### src/rtl/cpu_ops_pkg.sv
// Package with constants and carriers for the call, clear and decrement execution block
package cpu_ops_pkg;

   // ----------------------------------------------------------------
   // Widths
   // ----------------------------------------------------------------
   localparam int DATA_W    = 8;
   localparam int PC_W      = 13;
   localparam int WORD_W    = 14;
   localparam int FADDR_W   = 7;
   localparam int FILE_N    = 128;
   localparam int STACK_N   = 8;
   localparam int SPTR_W    = 3;
   localparam int BADDR_W   = 8;
   localparam int LATCH_W   = 5;

   // ----------------------------------------------------------------
   // Instruction word layout and opcodes
   // ----------------------------------------------------------------
   localparam int          CALL_K_MSB  = 10;
   localparam int          DEST_BIT    = 7;
   localparam logic [2:0]  OPC_CALL    = 3'h4;
   localparam logic [5:0]  OPC_NOP     = 6'h00;
   localparam logic [5:0]  OPC_CLRFILE = 6'h01;
   localparam logic [5:0]  OPC_CLRACC  = 6'h02;
   localparam logic [5:0]  OPC_INVERT  = 6'h03;
   localparam logic [5:0]  OPC_DEC     = 6'h04;
   localparam logic [5:0]  OPC_DECSKIP = 6'h05;
   localparam logic [5:0]  OPC_CLRWDOG = 6'h06;

   // ----------------------------------------------------------------
   // Register map of the plain bus port
   // ----------------------------------------------------------------
   localparam logic [BADDR_W-1:0] ADDR_FILE_LAST = 8'h7F;
   localparam logic [BADDR_W-1:0] ADDR_ACC       = 8'h80;
   localparam logic [BADDR_W-1:0] ADDR_STATUS    = 8'h81;
   localparam logic [BADDR_W-1:0] ADDR_LATCH     = 8'h82;
   localparam logic [BADDR_W-1:0] ADDR_PC_LO     = 8'h83;
   localparam logic [BADDR_W-1:0] ADDR_PC_HI     = 8'h84;
   localparam logic [BADDR_W-1:0] ADDR_WDOG      = 8'h85;
   localparam logic [BADDR_W-1:0] ADDR_SPTR      = 8'h86;

   // Status register bit positions
   localparam int STAT_ZERO   = 0;
   localparam int STAT_SLEEP  = 1;
   localparam int STAT_EXPIRY = 2;

   // ----------------------------------------------------------------
   // Reset values
   // ----------------------------------------------------------------
   localparam logic [DATA_W-1:0]  RST_DATA  = 8'h00;
   localparam logic [PC_W-1:0]    RST_PC    = 13'h0000;
   localparam logic [LATCH_W-1:0] RST_LATCH = 5'h00;
   localparam logic               RST_FLAG  = 1'b1;

   // ----------------------------------------------------------------
   // Carriers
   // ----------------------------------------------------------------
   typedef struct packed {
      logic                valid;
      logic [WORD_W-1:0]   word;
   } instr_s;

   typedef struct packed {
      logic [BADDR_W-1:0]  addr;
      logic [DATA_W-1:0]   wdata;
      logic                wr;
      logic                rd;
   } bus_req_s;

   typedef enum logic {
      SEQ_EXEC  = 1'b0,
      SEQ_FLUSH = 1'b1
   } seq_e;

endpackage

### src/rtl/cpu_call_clear_decrement_ops.sv
// Execution unit for call, watchdog clear, clear, invert and decrement operations
//
// Decided for this implementation: the placing of the registers and strobed register access.
`timescale 1ns/1ps
// Functional notes
// - Call pushes current PC plus one onto the stack before jumping.
// - Call loads its 11-bit immediate into PC bits 10 to 0.
// - Call fills PC bits 12 and 11 from latch bits 4 and 3.
// - Call takes two instruction cycles and leaves every status flag alone.
// - Watchdog clear zeroes the watchdog counter and its prescaler.
// - Watchdog clear sets both expiry flag and sleep flag to one.
// - File clear writes zero to the register and sets the zero flag.
// - Accumulator clear loads zero and sets the zero flag, no operand.
// - Invert complements the register, routed by destination bit, zero flag only.
// - Decrement subtracts one, routed by destination bit, zero flag only.
// - Decrement-skip subtracts one, routed by destination bit, flags untouched.
// - Zero result discards the next instruction as a no-op, two cycles.
module cpu_call_clear_decrement_ops
(
   input  wire logic                               clk,
   input  wire logic                               nrst,
   input  wire cpu_ops_pkg::instr_s                instr,
   output logic                                    instrReady,
   input  wire cpu_ops_pkg::bus_req_s              busReq,
   output logic [cpu_ops_pkg::DATA_W-1:0]          busRdata,
   output logic [cpu_ops_pkg::PC_W-1:0]            pcOut,
   output logic [cpu_ops_pkg::PC_W-1:0]            stackHead,
   output logic                                    expiryFlag,
   output logic                                    sleepFlag
);
   import cpu_ops_pkg::*;

   // ----------------------------------------------------------------
   // State
   // ----------------------------------------------------------------
   logic [DATA_W-1:0]   fileMem [FILE_N];
   logic [PC_W-1:0]     stackMem [STACK_N];
   logic [SPTR_W-1:0]   stackPtr_q;
   logic [PC_W-1:0]     pc_q;
   logic [DATA_W-1:0]   acc_q;
   logic                zero_q;
   logic                expiry_q;
   logic                sleep_q;
   logic [LATCH_W-1:0]  latch_q;
   logic [DATA_W-1:0]   wdog_q;
   logic [DATA_W-1:0]   presc_q;
   logic                skip_q;
   seq_e                seq_q;
   logic [DATA_W-1:0]   rdata_q;

   // ----------------------------------------------------------------
   // Decode
   // ----------------------------------------------------------------
   logic                taken;
   logic                exec;
   logic [5:0]          opc;
   logic [FADDR_W-1:0]  fAddr;
   logic                dest;
   logic                isCall;
   logic [DATA_W-1:0]   fileRd;
   logic [DATA_W-1:0]   decVal;
   logic [DATA_W-1:0]   result;
   logic                wrFile;
   logic                wrAcc;
   logic                updZero;
   logic                doCall;
   logic                doWdog;
   logic                setSkip;

   assign instrReady = (seq_q == SEQ_EXEC);
   assign taken      = instr.valid && instrReady;
   assign exec       = taken && !skip_q;
   assign opc        = instr.word[WORD_W-1:WORD_W-6];
   assign fAddr      = instr.word[FADDR_W-1:0];
   assign dest       = instr.word[DEST_BIT];
   assign isCall     = (instr.word[WORD_W-1:WORD_W-3] == OPC_CALL);
   assign fileRd     = fileMem[fAddr];
   assign decVal     = fileRd - 8'h01;

   always_comb
   begin
      result  = RST_DATA;
      wrFile  = 1'b0;
      wrAcc   = 1'b0;
      updZero = 1'b0;
      doCall  = 1'b0;
      doWdog  = 1'b0;
      setSkip = 1'b0;
      if (exec && isCall)
      begin
         doCall = 1'b1;
      end
      else if (exec)
      begin
         case (opc)
            OPC_CLRFILE:
            begin
               wrFile  = 1'b1;
               updZero = 1'b1;
            end
            OPC_CLRACC:
            begin
               wrAcc   = 1'b1;
               updZero = 1'b1;
            end
            OPC_INVERT:
            begin
               result  = ~fileRd;
               wrFile  = dest;
               wrAcc   = !dest;
               updZero = 1'b1;
            end
            OPC_DEC:
            begin
               result  = decVal;
               wrFile  = dest;
               wrAcc   = !dest;
               updZero = 1'b1;
            end
            OPC_DECSKIP:
            begin
               result  = decVal;
               wrFile  = dest;
               wrAcc   = !dest;
               setSkip = (decVal == RST_DATA);
            end
            OPC_CLRWDOG:
            begin
               doWdog  = 1'b1;
            end
            default:
            begin
               result  = RST_DATA;
            end
         endcase
      end
   end

   // ----------------------------------------------------------------
   // Sequencer: call flush cycle and skip of next instruction
   // ----------------------------------------------------------------
   always_ff @(posedge clk or negedge nrst)
   begin
      if (!nrst)
         seq_q <= SEQ_EXEC;
      else
      begin
         case (seq_q)
            SEQ_EXEC:
               if (doCall)
                  seq_q <= SEQ_FLUSH;
            SEQ_FLUSH:
               seq_q <= SEQ_EXEC;
            default:
               seq_q <= SEQ_EXEC;
         endcase
      end
   end

   always_ff @(posedge clk or negedge nrst)
   begin
      if (!nrst)
         skip_q <= 1'b0;
      else if (taken)
         skip_q <= setSkip;
   end

   // ----------------------------------------------------------------
   // Program counter and stack
   // ----------------------------------------------------------------
   always_ff @(posedge clk or negedge nrst)
   begin
      if (!nrst)
         pc_q <= RST_PC;
      else if (doCall)
         pc_q <= {latch_q[4:3], instr.word[CALL_K_MSB:0]};
      else if (taken)
         pc_q <= pc_q + 13'h0001;
   end

   always_ff @(posedge clk or negedge nrst)
   begin
      if (!nrst)
         stackPtr_q <= '0;
      else if (doCall)
         stackPtr_q <= stackPtr_q + 3'h1;
   end

   always_ff @(posedge clk)
   begin
      if (doCall)
         stackMem[stackPtr_q] <= pc_q + 13'h0001;
   end

   assign stackHead = stackMem[stackPtr_q - 3'h1];
   assign pcOut     = pc_q;

   // ----------------------------------------------------------------
   // Accumulator, file registers and zero flag
   // ----------------------------------------------------------------
   always_ff @(posedge clk or negedge nrst)
   begin
      if (!nrst)
         acc_q <= RST_DATA;
      else if (wrAcc)
         acc_q <= result;
      else if (busReq.wr && busReq.addr == ADDR_ACC)
         acc_q <= busReq.wdata;
   end

   always_ff @(posedge clk)
   begin
      if (wrFile)
         fileMem[fAddr] <= result;
      else if (busReq.wr && busReq.addr <= ADDR_FILE_LAST)
         fileMem[busReq.addr[FADDR_W-1:0]] <= busReq.wdata;
   end

   always_ff @(posedge clk or negedge nrst)
   begin
      if (!nrst)
         zero_q <= 1'b0;
      else if (updZero)
         zero_q <= (result == RST_DATA);
   end

   always_ff @(posedge clk or negedge nrst)
   begin
      if (!nrst)
         latch_q <= RST_LATCH;
      else if (busReq.wr && busReq.addr == ADDR_LATCH)
         latch_q <= busReq.wdata[LATCH_W-1:0];
   end

   // ----------------------------------------------------------------
   // Watchdog counter, prescaler and power flags
   // ----------------------------------------------------------------
   always_ff @(posedge clk or negedge nrst)
   begin
      if (!nrst)
         presc_q <= RST_DATA;
      else if (doWdog)
         presc_q <= RST_DATA;
      else
         presc_q <= presc_q + 8'h01;
   end

   always_ff @(posedge clk or negedge nrst)
   begin
      if (!nrst)
         wdog_q <= RST_DATA;
      else if (doWdog)
         wdog_q <= RST_DATA;
      else if (presc_q == 8'hFF)
         wdog_q <= wdog_q + 8'h01;
   end

   always_ff @(posedge clk or negedge nrst)
   begin
      if (!nrst)
         expiry_q <= RST_FLAG;
      else if (doWdog)
         expiry_q <= 1'b1;
      else if (presc_q == 8'hFF && wdog_q == 8'hFF)
         expiry_q <= 1'b0;
   end

   always_ff @(posedge clk or negedge nrst)
   begin
      if (!nrst)
         sleep_q <= RST_FLAG;
      else if (doWdog)
         sleep_q <= 1'b1;
   end

   assign expiryFlag = expiry_q;
   assign sleepFlag  = sleep_q;

   // ----------------------------------------------------------------
   // Bus read port
   // ----------------------------------------------------------------
   always_ff @(posedge clk or negedge nrst)
   begin
      if (!nrst)
         rdata_q <= RST_DATA;
      else if (busReq.rd)
      begin
         if (busReq.addr <= ADDR_FILE_LAST)
            rdata_q <= fileMem[busReq.addr[FADDR_W-1:0]];
         else if (busReq.addr == ADDR_ACC)
            rdata_q <= acc_q;
         else if (busReq.addr == ADDR_STATUS)
            rdata_q <= {5'h00, expiry_q, sleep_q, zero_q};
         else if (busReq.addr == ADDR_LATCH)
            rdata_q <= {3'h0, latch_q};
         else if (busReq.addr == ADDR_PC_LO)
            rdata_q <= pc_q[7:0];
         else if (busReq.addr == ADDR_PC_HI)
            rdata_q <= {3'h0, pc_q[PC_W-1:8]};
         else if (busReq.addr == ADDR_WDOG)
            rdata_q <= wdog_q;
         else if (busReq.addr == ADDR_SPTR)
            rdata_q <= {5'h00, stackPtr_q};
         else
            rdata_q <= RST_DATA;
      end
      else
         rdata_q <= RST_DATA;
   end

   assign busRdata = rdata_q;
endmodule // cpu_call_clear_decrement_ops

### config.mk
export PLATFORM = sky130hd
export DESIGN_NAME = cpu_call_clear_decrement_ops
export DESIGN_NICKNAME = d
export VERILOG_FILES = /design/src/rtl/cpu_ops_pkg.sv /design/src/rtl/cpu_call_clear_decrement_ops.sv
export SDC_FILE = /design/constraint.sdc
export NUM_CORES = 2
export LEC_CHECK = 0
export BUFFER_PORTS_ARGS = -buffer_cell sky130_fd_sc_hd__clkbuf_2
export CAP_MARGIN = 40
export CELL_PAD_IN_SITES_DETAIL_PLACEMENT = 2
export CELL_PAD_IN_SITES_GLOBAL_PLACEMENT = 2
export CORE_ASPECT_RATIO = 0.75
export CORE_UTILIZATION = 56
export CTS_BUF_LIST = sky130_fd_sc_hd__clkbuf_4
export DETAILED_ROUTE_END_ITERATION = 16
export PLACE_DENSITY_LB_ADDON = 0.05
export SETUP_SLACK_MARGIN = 0.3
export SLEW_MARGIN = 20
export SYNTH_ARGS = -nofsm -noshare
export SYNTH_HDL_FRONTEND = slang
export SYNTH_SLANG_ARGS = --single-unit
### constraint.sdc
create_clock -name clk -period 25.4 [get_ports clk]
set_input_delay 5.08 -clock clk [delete_from_list [all_inputs] [get_ports clk]]
set_output_delay 5.08 -clock clk [all_outputs]
set_load 0.02 [all_outputs]
==> results of run 1 <==
[through the flow]
| step | setup WS (ps) | hold slack, ps |
|---|---|---|
| 3_3_place_gp | 12690 | 465 |
| 2_1_floorplan | 11350 | 448 |
[kinds of logic after synthesis]
kind of cell / count (synthesis) / synth area share, %
adders and majority gates: 7 / 0.158
and+or+nand+nor: 407 / 3.47
muxes: 767 / 28.5
other: 1 / 0.00675
xor gates and xnor gates: 32 / 0.505
AOI/OAI and AO/OA: 175 / 2.01
buffers and inverters: 240 / 1.78
DFF: 1185 / 63.6
==> flow_summary.yaml, run 1 <==
run_status:
  status: "aborted with a tool error"
  haltStage: "3_5_place_dp"
  tool.error: "[ERROR DPL-0033] detailed placement checks failed during check placement."
placed_design:
  io_buffers: 70
  gp_congestion: 0.891
  post-dp-hpwl_microns: 132000
synthesis:
  yosysWarnings: 0
  synth_area_leaders: "edfxtp_1 (61%), mux4_2 (26%), dfrtp_1 (2.5%), mux2i_1 (1.5%), nor2_1 (1.3%)"
  yosys.area.top_type: "edfxtp_1"
  netlist_area_sq_um: 55500
  synth_top_flop_cell: "edfxtp_1"
  post_synth.cell_area_avg_sq_um: 19.7
  ys_ff_latch: 1185
  synthCells: 2814
  synth_cell_type_count: 61
  syn_nets: 2856
  synth_edf_count: 1128
  yosys.area.top_type_share_pct: 61.0
  synth-seq-area-share_pct: 63.6
  ys_top_cells_by_count: "edfxtp_1 (1128), mux4_2 (645), nor2_1 (195), clkbuf_1 (131), mux2i_1 (84)"
  synth.most_common_cell: "edfxtp_1"
  async_flop_share_pct: 4.81
floorplan:
  die_w_microns: 366
  io_pins: 72
  num_rows: 99
  die_h_microns: 275
  start_util_pct: 56.8
==> run 2, diff against run 1 <==
CELL_PAD_IN_SITES_DETAIL_PLACEMENT = unset   (was 2)
CELL_PAD_IN_SITES_GLOBAL_PLACEMENT = unset   (was 2)
CORE_ASPECT_RATIO = unset   (was 0.75)
CORE_UTILIZATION = 40   (was 56)
CTS_BUF_LIST = unset   (was sky130_fd_sc_hd__clkbuf_4)
PLACE_DENSITY_LB_ADDON = 0.15   (was 0.05)
SETUP_SLACK_MARGIN = unset   (was 0.3)
==> flow_summary.yaml, run 2 <==
global_route:
  top_usage_layer: "met2"
  grt_pass1_vias: 31700
  grt_start_max_net_pins: 127
  track_usage_pct: 23.8
  grt_pass1_wl_microns: 236000
  grt_antenna_before_repair: 6
  grt_use_met1_pct: 32.9
  grt_util_met3_pct: 5.06
  gr-usage-met2_pct: 37.1
  overflow: 0
synthesis:
  synthCells: 2814
  yosys.area.top_type: "edfxtp_1"
  synth.most_common_cell: "edfxtp_1"
  async_flop_share_pct: 4.81
  syn_nets: 2856
  post_synth.cell_area_avg_sq_um: 19.7
  yosysWarnings: 0
  synth_top_flop_cell: "edfxtp_1"
  synth_cell_type_count: 61
  synth-seq-area-share_pct: 63.6
  synth_edf_count: 1128
  ys_ff_latch: 1185
  netlist_area_sq_um: 55500
  yosys.area.top_type_share_pct: 61.0
  ys_top_cells_by_count: "edfxtp_1 (1128), mux4_2 (645), nor2_1 (195), clkbuf_1 (131), mux2i_1 (84)"
  synth_area_leaders: "edfxtp_1 (61%), mux4_2 (26%), dfrtp_1 (2.5%), mux2i_1 (1.5%), nor2_1 (1.3%)"
finish:
  final_cell_mix: "edfxtp_1 (1128), mux4_2 (645), nor2_1 (183), buf_4 (151), clkbuf_16 (140)"
  finalNetCount: 3025
  largest_reg_flops: 1024
  drive_gt1_share_pct: 38.4
  area_growth_pct: 14.4
  top_register: "fileMem"
  n_antenna_cell: 0
  final_common_cell: "edfxtp_1"
  stdcell_count: 4884
critical_path:
  cpPeakStageDelay_ps: 640
  cp_max_fo: 65
  crit_buf_inv: 6
  critPathSlowestCell: "buf_4"
  cp-end-kind: "flop"
  path_delay_family: "multiplexers"
  r2r_slack_ps: 20200
  reg2reg_depth: 10
  cp_cell_sequence: "buf_8 -> buf_4 -> buf_16 -> buf_4 -> buf_16 -> mux4_2 -> mux4_2 -> mux4_2 -> mux2i_1 -> and2_1 -> nor3b_2 -> xnor2_1 -> o21ai_1 -> mux2_4 -> buf_4"
  startpoint: "instr[0]"
  crit_required_ps: 25860
  critical_path_arrival_ps: 11350
  critPathLaunchType: "primary input"
  r2r-start: "fileMem[3][1]"
  critical_path_class: "primary input to flop"
  r2r_end: "fileMem[71][5]"
drt:
  routed_via_density: 6.25
  first_iter_violations: 3418
  drt_pass1_iterations: 8
  drc: 0
  route.vias.total: 30500
  ant_nets: 0
  finalWirelength_microns: 165000
  routedWlPerCell_microns: 33.8
placed_design:
  post-dp-hpwl_microns: 108000
  dp_cells: 4629
  io_buffers: 70
  gp_congestion: 0.955
cts:
  post_cts_buffers: 0
  cts_root_buffer: "clkbuf_16"
  hold_buffers: 0
  cts_max_path_buffers: 3
  numCtsBuffers: 133
  cts.clk_slew.worst_paths_ps: 60
  htree_levels: 4
  cts_tree: "built"
  clock_sinks: 1185
  worstSkewPairLatency_ps: 770
  ctsResizeCount: 0
sta:
  finClkSkew_ps: 39.3
  fmax_mhz: 91.8
  rsz0062_at_grt: "no"
  setup_viol: 0
  timing.slew.headroom_pct: 34.4
  slew_violations: 0
  hold_viol_final: 0
  fin_crit_ps: 10890
  fin_crit_sh_pct: 42.9
  worstMarginPinSlew_ps: 984
  fin_setup_tns_ps: 0
floorplan:
  dieArea_sq_um: 140000
  core_sq_um: 138000
  die_w_microns: 375
  die_h_microns: 375
  io_pins: 72
  start_util_pct: 40.3
  num_rows: 136
hold_path:
  min_to: "presc_q[0]"
  min_from: "presc_q[0]"
  worstHoldPathCells: 1
  hold_path_class: "flop to flop"
flow_run:
  maxCapViolations: 0
pwr:
  power_density_nw_per_um2: 74.8
  leakagePower_nw: 20.5
  peakVddDrop_mv: 0.0715
run_status:
  status: "completed"
-- run 2: cell counts after synthesis --
Identical to the previous run, type by type.
-- run 2: cell type report --
type	count	area, sq um
Fill cell	11400	74200
Sequential cell	1185	35300
Multi-Input combinational cell	1389	19400
Clock buffer	170	3660
Tap cell	1794	2240
Timing Repair Buffer	259	2240
Clock inverter	72	631
Inverter	15	56.3
-- run 2: cell families (layout without fill, tap and decap cells) --
family / count (synthesis) / in the layout / synth area share, %
adder cells (fa/ha/maj): 7 / 7 / 0.158
other: 1 / 1 / 0.00675
AND/OR/NAND/NOR: 407 / 407 / 3.47
flip-flops: 1185 / 1185 / 63.6
buffers and inverters: 240 / 516 / 1.78
AO/OA/AOI/OAI: 175 / 175 / 2.01
XOR/XNOR: 32 / 32 / 0.505
multiplexers: 767 / 767 / 28.5
-- run 2: worst max-delay path by stage --
| stage | to | depth (start not counted) | slack [ps] |
|---|---|---|---|
| finish | fileMem[71][5] | 15 | 14510 |
| global route | fileMem[107][7] | 15 | 14120 |
| CTS | fileMem[108][7] | 14 | 14310 |
| detailed placement | fileMem[101][7] | 14 | 13490 |
| global placement | fileMem[104][7] | 13 | 13490 |
| floorplan | fileMem[0][1] | 10 | 11350 |
-- run 2: metal layers --
layer,vias to the layer above,routed length (microns)
met4,4,6800
met1,16500,67600
met5,-,22
li1,12400,-
met3,266,13100
met2,1390,77800
-- run 2: metrics by stage --
| step | area, sq um | total power [mW] | utilization (%) | hold WS, ps | setup WS, ps |
|---|---|---|---|---|---|
| after floorplan | 55500 | 2.66 | - | 448 | 11350 |
| after global placement | 58000 | 2.88 | 42.1 | 463 | 13490 |
| after detailed placement | 59000 | 2.90 | 42.9 | 486 | 13490 |
| after CTS | 63300 | 4.80 | 46.0 | 493 | 14310 |
| after global routing | 63500 | 4.90 | 46.1 | 514 | 14120 |
| final | 63500 | 4.75 | 46.1 | 494 | 14510 |
-- run 2: where the power goes --
part	leakage (nW)	switching, mW	internal (mW)	total (mW)
registers	11.1	0.0409	2.18	2.23
clock network	2.09	0.782	1.11	1.89
logic	7.27	0.368	0.264	0.632
total	20.5	1.19	3.56	4.75
(Power assumes the default switching activity.)
